**src/logic/rmb_pkg.sv**
```systemverilog
// Purpose: Shared constants for the reduced media port and its elastic buffer
// Assumes: One clock, mclk_i, standing in for the interface reference
// Notes:   Threshold table held as a function
`default_nettype none
package rmb_pkg;
    localparam int         DW       = 4;
    localparam int         BUF_BITS = 32;
    localparam int         PTR_W    = 6;
    localparam logic [3:0] ADDR_BYPASS = 4'h0;
    localparam int         F_THR    = 0;
    localparam int         F_SCM_TX = 2;
    localparam int         F_SCM_RX = 3;
    localparam int         F_RMII   = 4;
    localparam int         F_MASTER = 5;
    localparam int         F_SPD10  = 6;
    localparam int         F_UNDER  = 8;
    localparam int         F_OVER   = 9;
    localparam logic [15:0] BYPASS_RST = 16'h0011;
    localparam logic [15:0] CTRL_MASK  = 16'h007F;
    localparam logic [3:0]  PACE_LAST  = 4'h9;
    localparam logic [1:0]  REF_HALF_RUN = 2'h0;
    localparam logic [1:0]  REF_HALF_RST = 2'h1;
    localparam logic [2:0]  LANE_RMII  = 3'h2;
    localparam logic [2:0]  LANE_NIB   = 3'h4;

    // Start threshold in bits
    function automatic logic [PTR_W-1:0] thr_bits(input logic [1:0] code,
                                                  input logic scm, input logic spd10);
        logic [PTR_W-1:0] r;
        r = 6'h08;
        if (scm) begin
            r = (spd10 || code == 2'h3 || code == 2'h0) ? 6'h08 : 6'h04;
        end else if (spd10) begin
            unique case (code)
                2'h1: r = 6'h08;
                2'h2: r = 6'h04;
                2'h3: r = 6'h08;
                2'h0: r = 6'h0C;
            endcase
        end else begin
            unique case (code)
                2'h1: r = 6'h02;
                2'h2: r = 6'h06;
                2'h3: r = 6'h0A;
                2'h0: r = 6'h0E;
            endcase
        end
        return r;
    endfunction
endpackage
`default_nettype wire

```
**src/logic/rmb_link_if.sv**
```systemverilog
// Purpose: Link between the media port device and the MAC
// Assumes: Single clock; ref_clk is the device-made reference
// Notes:   Data lanes 4 bits wide, low 2 used in reduced-pin mode
`timescale 1ns/1ps
`default_nettype none
interface rmb_link_if;
    logic       tx_en;
    logic [3:0] txd;
    logic       crs_dv;
    logic       rx_dv;
    logic       rx_er;
    logic [3:0] rxd;
    logic       ref_clk;
    modport phy (input tx_en, txd, output crs_dv, rx_dv, rx_er, rxd, ref_clk);
    modport mac (output tx_en, txd, input crs_dv, rx_dv, rx_er, rxd, ref_clk);
endinterface
`default_nettype wire

```
**src/logic/rmb_ebuf.sv**
```systemverilog
// Purpose: Bit-wide receive elasticity buffer
// Assumes: One push bit per cycle at most, pop of up to 4 bits
// Notes:   Pushes dropped here when full; caller guards underrun
`timescale 1ns/1ps
`default_nettype none
module rmb_ebuf (
    input  wire logic                    mclk_i,
    input  wire logic                    reset_n_i,
    input  wire logic                    clr_i,
    input  wire logic                    push_i,
    input  wire logic                    bit_i,
    input  wire logic                    pop_i,
    input  wire logic [2:0]              pop_n_i,
    output logic      [rmb_pkg::DW-1:0]  data_o,
    output logic      [rmb_pkg::PTR_W-1:0] count_o,
    output logic                         full_o
);
    logic [rmb_pkg::BUF_BITS-1:0] mem_q;
    logic [rmb_pkg::PTR_W-1:0]    wr_q;
    logic [rmb_pkg::PTR_W-1:0]    rd_q;
    wire  [rmb_pkg::PTR_W-2:0]    wr_idx = wr_q[rmb_pkg::PTR_W-2:0];
    wire                          do_push = push_i && !full_o;

    assign count_o = wr_q - rd_q;
    assign full_o  = (count_o == 6'(rmb_pkg::BUF_BITS));

    // Oldest bit in data_o[0]
    genvar g;
    generate
        for (g = 0; g < rmb_pkg::DW; g++) begin : g_rd
            wire [rmb_pkg::PTR_W-2:0] idx = rd_q[rmb_pkg::PTR_W-2:0] + 5'(g);
            assign data_o[g] = mem_q[idx];
        end
    endgenerate

    always_ff @(posedge mclk_i or negedge reset_n_i) begin
        if (!reset_n_i) begin
            mem_q <= '0;
        end else if (do_push) begin
            mem_q[wr_idx] <= bit_i;
        end
    end

    always_ff @(posedge mclk_i or negedge reset_n_i) begin
        if (!reset_n_i) begin
            wr_q <= '0;
            rd_q <= '0;
        end else if (clr_i) begin
            wr_q <= '0;
            rd_q <= '0;
        end else begin
            if (do_push) begin
                wr_q <= wr_q + 6'h01;
            end
            if (pop_i) begin
                rd_q <= rd_q + {3'h0, pop_n_i};
            end
        end
    end
endmodule
`default_nettype wire

```
**src/logic/rmb_phy.sv**
```systemverilog
// Purpose: Device end of the reduced media port with receive elasticity buffer
// Assumes: mclk_i is the interface reference; line bits arrive synchronous
// Notes:   Bypass control register on a plain strobe port
//
// Summary of operation
// - Reduced-pin data moves two bits per reference clock
// - Separate receive data valid in reduced-pin mode
// - Receive error on symbol, false carrier, buffer faults
// - Corrupt delivered data after any receive error
// - 10 Mb/s: sample transmit every 10 clocks
// - 10 Mb/s: new receive value every 10 clocks
// - Buffer fault forces a frame check error
// - Underrun and overrun readable in bypass register
// - Two-bit start threshold, reduced-pin latency table
// - Single-clock nibble threshold table
// - Reduced-pin master mode drives reference clock out
// - Master reference out runs half rate in reset
// - Reduced-pin slave mode halves reference for core logic
// - MAC takes reference from common external source
// - Single-clock nibble mode uses only reference clock
// - Single-clock 10 Mb/s paces every 10 clocks
// - Receive single-clock enable sets threshold; transmit enable bit is stored but unused
// - Single-clock receive uses the elasticity buffer
// - Software picks threshold suiting both speeds
//
// The address map and the plain strobed port were left to the implementer.
`timescale 1ns/1ps
`default_nettype none
module rmb_phy (
    input  wire logic        mclk_i,
    input  wire logic        reset_n_i,
    rmb_link_if.phy          link,
    input  wire logic [3:0]  addr_i,
    input  wire logic [15:0] wdata_i,
    input  wire logic        wr_i,
    input  wire logic        rd_i,
    output logic      [15:0] rdata_o,
    input  wire logic        phy_reset_i,
    input  wire logic        rx_active_i,
    input  wire logic        rx_bit_valid_i,
    input  wire logic        rx_bit_i,
    input  wire logic        rx_sym_err_i,
    input  wire logic        rx_false_carrier_i,
    output logic             tx_valid_o,
    output logic             tx_en_o,
    output logic      [3:0]  tx_data_o,
    output logic             core_en_o
);
    typedef enum logic [1:0] {RX_IDLE, RX_FILL, RX_RUN} rmb_rx_state_t;

    logic [15:0]               ctrl_q;
    logic                      under_q;
    logic                      over_q;
    logic [15:0]               rdata_q;
    logic [3:0]                pace_q;
    logic [1:0]                refc_q;
    logic                      ref_q;
    logic                      half_q;
    rmb_rx_state_t             st_q;
    rmb_rx_state_t             st_d;
    logic                      err_pend_q;
    logic                      corrupt_q;
    logic [3:0]                rxd_q;
    logic                      rx_dv_q;
    logic                      rx_er_q;
    logic                      crs_dv_q;
    logic                      tx_valid_q;
    logic                      tx_en_q;
    logic [3:0]                tx_data_q;
    logic [rmb_pkg::DW-1:0]    buf_data;
    logic [rmb_pkg::PTR_W-1:0] buf_cnt;
    logic                      buf_full;

    wire rmii   = ctrl_q[rmb_pkg::F_RMII];
    wire master = ctrl_q[rmb_pkg::F_MASTER];
    wire spd10  = ctrl_q[rmb_pkg::F_SPD10];
    wire scm_tx = ctrl_q[rmb_pkg::F_SCM_TX];
    wire scm_rx = ctrl_q[rmb_pkg::F_SCM_RX];
    wire [1:0] thr_code = ctrl_q[rmb_pkg::F_THR +: 2];

    // Register decode
    wire sel_bp    = (addr_i == rmb_pkg::ADDR_BYPASS);
    wire wr_bp     = wr_i && sel_bp;
    wire [15:0] bp_val = (ctrl_q & rmb_pkg::CTRL_MASK)
                       | (16'(under_q) << rmb_pkg::F_UNDER)
                       | (16'(over_q) << rmb_pkg::F_OVER);
    wire [15:0] rd_mux = sel_bp ? bp_val : 16'h0000;

    // Pacing: every clock at 100 Mb/s, every tenth at 10 Mb/s
    wire tick    = !spd10 || (pace_q == rmb_pkg::PACE_LAST);
    wire [2:0] lane_rx = rmii ? rmb_pkg::LANE_RMII : rmb_pkg::LANE_NIB;
    wire [2:0] lane_tx = rmii ? rmb_pkg::LANE_RMII : rmb_pkg::LANE_NIB;
    wire [rmb_pkg::PTR_W-1:0] thr =
        rmb_pkg::thr_bits(thr_code, !rmii && scm_rx, spd10);
    wire [rmb_pkg::PTR_W-1:0] lane_w = {3'h0, lane_rx};

    // Receive drain control
    wire enough    = (buf_cnt >= lane_w);
    wire run_tick  = (st_q == RX_RUN) && tick;
    wire pop       = run_tick && enough;
    wire under_ev  = run_tick && !enough && rx_active_i;
    wire over_ev   = rx_bit_valid_i && buf_full;
    wire flush     = (st_d == RX_IDLE) && (st_q != RX_IDLE);
    wire err_ev    = (rx_sym_err_i && st_q != RX_IDLE) || rx_false_carrier_i
                   || under_ev || over_ev;
    wire [3:0] lane_mask = rmii ? 4'h3 : 4'hF;
    wire [3:0] out_data  = (buf_data ^ {4{corrupt_q || err_pend_q}}) & lane_mask;

    always_comb begin
        st_d = st_q;
        unique case (st_q)
            RX_IDLE: if (rx_active_i) begin
                st_d = RX_FILL;
            end
            RX_FILL: if (buf_cnt >= thr) begin
                st_d = RX_RUN;
            end else if (!rx_active_i && !rx_bit_valid_i) begin
                st_d = RX_IDLE;
            end
            RX_RUN: if (run_tick && !enough && !rx_active_i) begin
                st_d = RX_IDLE;
            end
        endcase
    end

    rmb_ebuf u_ebuf (
        .mclk_i    (mclk_i),
        .reset_n_i (reset_n_i),
        .clr_i     (flush),
        .push_i    (rx_bit_valid_i && st_q != RX_IDLE),
        .bit_i     (rx_bit_i),
        .pop_i     (pop),
        .pop_n_i   (lane_rx),
        .data_o    (buf_data),
        .count_o   (buf_cnt),
        .full_o    (buf_full)
    );

    // Bypass control register
    always_ff @(posedge mclk_i or negedge reset_n_i) begin
        if (!reset_n_i) begin
            ctrl_q  <= rmb_pkg::BYPASS_RST;
            under_q <= 1'b0;
            over_q  <= 1'b0;
            rdata_q <= 16'h0000;
        end else begin
            if (wr_bp) begin
                ctrl_q <= wdata_i & rmb_pkg::CTRL_MASK;
            end
            under_q <= under_ev || (under_q && !(wr_bp && wdata_i[rmb_pkg::F_UNDER]));
            over_q  <= over_ev || (over_q && !(wr_bp && wdata_i[rmb_pkg::F_OVER]));
            rdata_q <= rd_i ? rd_mux : 16'h0000;
        end
    end

    // Pacing and clock generation
    always_ff @(posedge mclk_i or negedge reset_n_i) begin
        if (!reset_n_i) begin
            pace_q <= 4'h0;
            refc_q <= 2'h0;
            ref_q  <= 1'b0;
            half_q <= 1'b0;
        end else begin
            pace_q <= tick ? 4'h0 : pace_q + 4'h1;
            half_q <= !half_q;
            if (refc_q >= (phy_reset_i ? rmb_pkg::REF_HALF_RST : rmb_pkg::REF_HALF_RUN)) begin
                refc_q <= 2'h0;
                ref_q  <= !ref_q;
            end else begin
                refc_q <= refc_q + 2'h1;
            end
        end
    end

    // Receive state and outputs
    always_ff @(posedge mclk_i or negedge reset_n_i) begin
        if (!reset_n_i) begin
            st_q       <= RX_IDLE;
            err_pend_q <= 1'b0;
            corrupt_q  <= 1'b0;
            rxd_q      <= 4'h0;
            rx_dv_q    <= 1'b0;
            rx_er_q    <= 1'b0;
            crs_dv_q   <= 1'b0;
        end else begin
            st_q       <= st_d;
            err_pend_q <= err_ev || (err_pend_q && !tick);
            if (st_q == RX_IDLE) begin
                corrupt_q <= 1'b0;
            end else if (err_ev || (err_pend_q && tick && pop)) begin
                corrupt_q <= 1'b1;
            end
            if (tick) begin
                rxd_q    <= pop ? out_data : 4'h0;
                rx_dv_q  <= pop;
                rx_er_q  <= err_ev || err_pend_q;
                crs_dv_q <= pop || rx_active_i;
            end
        end
    end

    // Transmit sampling
    always_ff @(posedge mclk_i or negedge reset_n_i) begin
        if (!reset_n_i) begin
            tx_valid_q <= 1'b0;
            tx_en_q    <= 1'b0;
            tx_data_q  <= 4'h0;
        end else begin
            tx_valid_q <= tick && link.tx_en;
            if (tick) begin
                tx_en_q   <= link.tx_en;
                tx_data_q <= link.txd & (rmii ? 4'h3 : 4'hF);
            end
        end
    end

    assign link.rxd     = rxd_q;
    assign link.rx_dv   = rx_dv_q;
    assign link.rx_er   = rx_er_q;
    assign link.crs_dv  = crs_dv_q;
    assign link.ref_clk = master && rmii && ref_q;
    assign core_en_o    = (rmii && !master) ? half_q : 1'b1;
    assign rdata_o      = rdata_q;
    assign tx_valid_o   = tx_valid_q;
    assign tx_en_o      = tx_en_q;
    assign tx_data_o    = tx_data_q;
    // Single-clock nibble transmit shares the same pacing path
    wire unused_tx = scm_tx && lane_tx[0];
endmodule
`default_nettype wire

```
**src/flat_wrapper.sv**
```systemverilog
// flat-port wrapper written by rule: the top's interface ports become plain ports
module rmb_phy_flat 
  (mclk_i, reset_n_i, addr_i, wdata_i, wr_i, rd_i, rdata_o, phy_reset_i, rx_active_i, rx_bit_valid_i, rx_bit_i, rx_sym_err_i, rx_false_carrier_i, tx_valid_o, tx_en_o, tx_data_o, core_en_o, link_tx_en, link_txd, link_crs_dv, link_rx_dv, link_rx_er, link_rxd, link_ref_clk);
  rmb_link_if link_i ();
  input  wire logic mclk_i;
  input  wire logic reset_n_i;
  input  wire logic [3:0] addr_i;
  input  wire logic [15:0] wdata_i;
  input  wire logic wr_i;
  input  wire logic rd_i;
  output logic      [15:0] rdata_o;
  input  wire logic phy_reset_i;
  input  wire logic rx_active_i;
  input  wire logic rx_bit_valid_i;
  input  wire logic rx_bit_i;
  input  wire logic rx_sym_err_i;
  input  wire logic rx_false_carrier_i;
  output logic tx_valid_o;
  output logic tx_en_o;
  output logic      [3:0] tx_data_o;
  output logic core_en_o;
  input wire logic [$bits(link_i.tx_en)-1:0] link_tx_en;
  input wire logic [$bits(link_i.txd)-1:0] link_txd;
  output wire logic [$bits(link_i.crs_dv)-1:0] link_crs_dv;
  output wire logic [$bits(link_i.rx_dv)-1:0] link_rx_dv;
  output wire logic [$bits(link_i.rx_er)-1:0] link_rx_er;
  output wire logic [$bits(link_i.rxd)-1:0] link_rxd;
  output wire logic [$bits(link_i.ref_clk)-1:0] link_ref_clk;
  assign link_i.tx_en = link_tx_en;
  assign link_i.txd = link_txd;
  assign link_crs_dv = link_i.crs_dv;
  assign link_rx_dv = link_i.rx_dv;
  assign link_rx_er = link_i.rx_er;
  assign link_rxd = link_i.rxd;
  assign link_ref_clk = link_i.ref_clk;
  rmb_phy u_core (.mclk_i(mclk_i), .reset_n_i(reset_n_i), .link(link_i), .addr_i(addr_i), .wdata_i(wdata_i), .wr_i(wr_i), .rd_i(rd_i), .rdata_o(rdata_o), .phy_reset_i(phy_reset_i), .rx_active_i(rx_active_i), .rx_bit_valid_i(rx_bit_valid_i), .rx_bit_i(rx_bit_i), .rx_sym_err_i(rx_sym_err_i), .rx_false_carrier_i(rx_false_carrier_i), .tx_valid_o(tx_valid_o), .tx_en_o(tx_en_o), .tx_data_o(tx_data_o), .core_en_o(core_en_o));
endmodule
```
**config.mk**
```make
export PLATFORM = sky130hd
export DESIGN_NAME = rmb_phy_flat
export DESIGN_NICKNAME = d
export VERILOG_FILES = /design/src/logic/rmb_pkg.sv /design/src/logic/rmb_link_if.sv /design/src/logic/rmb_ebuf.sv /design/src/logic/rmb_phy.sv /design/src/flat_wrapper.sv
export SDC_FILE = /design/constraint.sdc
export NUM_CORES = 1
export LEC_CHECK = 0
export BUFFER_PORTS_ARGS = -buffer_cell sky130_fd_sc_hd__buf_4
export CORE_MARGIN = 8
export CORE_UTILIZATION = 49
export DETAILED_ROUTE_END_ITERATION = 10
export GPL_ROUTABILITY_DRIVEN = 0
export MAX_ROUTING_LAYER = met4
export PLACE_DENSITY = 0.77
export SLEW_MARGIN = 20
export SYNTH_ARGS = -nofsm -noshare
export SYNTH_HDL_FRONTEND = slang
export SYNTH_HIERARCHICAL = 1
export SYNTH_SLANG_ARGS = --single-unit
export TNS_END_PERCENT = 30
```
**constraint.sdc**
```tcl
create_clock -name mclk_i -period 6.58 [get_ports mclk_i]
set_input_delay 0.987 -clock mclk_i [delete_from_list [all_inputs] [get_ports mclk_i]]
set_output_delay 0.987 -clock mclk_i [all_outputs]
set_load 0.01 [all_outputs]
```
==> results.md <==
- Skew-Pair Late Insertion Delay: 340 ps
- H-tree Lvls: 3
- Die height: 124 µm
- Area delta synth->final: 12.9%
- First-pass GRT wire length: 22300 µm
- Number of setup buffers added after CTS: 0
- Die span in x: 124 µm
- Synthesis warning total: 6
- Worst-margin pin slew: 887 ps
- Wire length per cell: 19.1 µm
- Synth Flop Type: dfrtp_1
- Final Cycle Share: 0.725
- Post-DRT Antenna Nets: 0
- Worst Setup End Kind: flip-flop
- Highest-count cells in the layout ignoring fill and taps: dfrtp_1, buf_4, nand2_1, nor2_1, ha_1
- Final-report max-slew violation count: 0
- Number of enable flip-flop cells after synthesis: 0
- Routed WL: 13400 µm
- Status: finished, final reports clean
- Total core area: 11500 µm²
- Clock-pin slew on the worst setup and hold paths: 60 ps
- FP Rows: 39
- Power density over cell area: 404 nW/µm²
- Die area: 15500 µm²
- Peak VDD IR: 0.000231 V
- Antenna Cells: 0
- Vias in the first global route: 4385
- Max FO, Critical Path: 25
- Crit path time final: 4770 ps
- Final Net Count: 624
- TritonCTS clock tree: built
- LEAKAGE: 3.00 nW
- Most common cell after layout, fill and taps aside: dfrtp_1
- Via Count: 4204
- CTS Buffer Depth: 2
- Ports: 66
- # resized after CTS: 0
- CP required: 6800 ps
- Setup TNS: 0 ps
- Tot GR Track Use: 0.179
- Gate Count Post-Synth: 515
- Hold slack: 422 ps
- Share of cells above drive strength 1: 0.286
- Hold-fix buffer count after cts: 0
- Worst slew margin: 0.409
- CP startpoint kind: flip-flop
- Clock root buffer master: clkbuf_16
- Yosys reg bits: 87
- HPWL after detailed placement: 9320 µm
- Routed vias/inst: 5.98
- Final setup violation count: 0
- Sequential share of the synthesized area: 0.378
- Inserted Clock Buffers: 9
- Max Cap Violations: 0
- Pre-antenna DRT Iters: 6
- Synth cell types: 63
- Worst EP arrival: 4990 ps
- RSZ-0062 raised after global routing: false
- Average size of a mapped cell: 11.2 µm²
- 1st-iter DRT viols: 377
- IO buf count: 51
- Asr flop ratio synth: 1.00
- Post-route DRC: 0
- Antenna violations before repair: 0
- Hold Path Class: reg -> reg
- Clk sinks: 87
- Post-Syn Area: 5760 µm²
- GRT overflow: 0
- Fin. Hold Viols: 0
- F_max: 210 MHz
- Kind of critical path: reg -> reg
- Largest net degree at the start of global routing: 88
- Initial core utilization: 0.503
- Clock skew: 5.82 ps
## synthesized netlist by cell type (4+ instances only)
master,n,share of area
mux2i_1,11,0.019
xnor2_1,17,0.026
nor2b_1,5,0.0054
a21o_1,4,0.0052
o21ai_0,16,0.014
or3_1,31,0.034
nand2_1,32,0.021
nand2b_1,4,0.0043
mux2_2,25,0.049
clkbuf_1,17,0.011
and2_1,4,0.0043
nor2_1,32,0.021
xor2_1,6,0.0091
ha_1,32,0.069
mux4_2,26,0.10
and3_1,13,0.014
nand3_1,13,0.011
mux2_4,25,0.065
dfrtp_1,85,0.37
nor3_1,4,0.0035
buf_4,9,0.012
nand4_1,7,0.0076
a21oi_1,22,0.019
inv_1,23,0.015
## power breakdown
part	internal, mW	switching (mW)	total (mW)
combinational	0.596	0.762	1.36
sequential	0.628	0.115	0.743
clock	0.307	0.220	0.526
## registers in the layout (all words and copies together) (netlist names), 2 cells and up
register	count
u_core/u_ebuf/wr_q	6
u_core/ctrl_q	7
u_core/refc_q	2
u_core/u_ebuf/mem_q	32
u_core/st_q	2
u_core/link.rxd	4
u_core/u_ebuf/rd_q	6
u_core/rdata_o	9
u_core/tx_data_o	4
u_core/pace_q	4
## per-stage QoR
stage                util  area, µm²  instances  worst slack, ps  total power [mW]
detailed placement  0.540       6200        687             1940              2.09
finish              0.567       6510        703             1810              2.63
global placement    0.540       6200        687             2030              2.02
global route        0.567       6510        703             1520              2.81
CTS                 0.567       6500        703             1920              2.62
floorplan               -       5790        522             2720              1.80
## layer usage
metal	track usage	wire length [µm]	vias to the layer above
met2	0.289	6760	133
met3	0.0328	650	24
met1	0.218	5750	2118
met4	0.0680	242	0
li1	-	-	1929
met5	-	0	-
## layout make-up
class                   instances  area [µm²]
fillers                       930        4960
multi-input cells             376        3330
flip-flops and latches         87        2180
repair buffers                 55         417
clock buffers                  10         239
well taps                     143         179
inverters                      26         100
clock inverters                 6        67.6
## path summary, 6_finish.rpt
kind                                                   start                                  end  slack [ps]  cells after the start
max in group asynchronous                          reset_n_i  u_core/u_ebuf/mem_q[31]$_DFFE_PN0P_        5340                      1
max                        u_core/u_ebuf/rd_q[1]$_DFFE_PN0P_    u_core/u_ebuf/wr_q[5]$_DFFE_PN0P_        1810                     13
min                                  u_core/half_q$_DFF_PN0_              u_core/half_q$_DFF_PN0_         420                      1
min reg2reg                          u_core/half_q$_DFF_PN0_              u_core/half_q$_DFF_PN0_         420                      1
max reg2reg                u_core/u_ebuf/rd_q[1]$_DFFE_PN0P_    u_core/u_ebuf/wr_q[5]$_DFFE_PN0P_        1810                     13
min in group asynchronous                          reset_n_i  u_core/u_ebuf/mem_q[15]$_DFFE_PN0P_         700                      1
## worst max-delay path, stage by stage, from the launching register on
cell and delay [ps]:
dfrtp_1 920, inv_1 390, ha_1 380, nand2b_1 100, a21oi_1 90, a31o_1 250, or2_2 320, or4_4 570
nor3_1 460, a22oi_1 190, a2111oi_2 380, buf_4 260, nor2b_1 70, mux2_4 260
## kinds of logic after synthesis
group                    share of synthesized area
flip-flops                                   0.378
multiplexers                                 0.237
AND/OR/NAND/NOR                              0.141
XOR/XNOR                                    0.0350
other                                     0.000651
adder cells (fa/ha/maj)                     0.0764
buffers and inverters                       0.0493
AO/OA/AOI/OAI                               0.0825
Power figures use the tool's default switching activity.
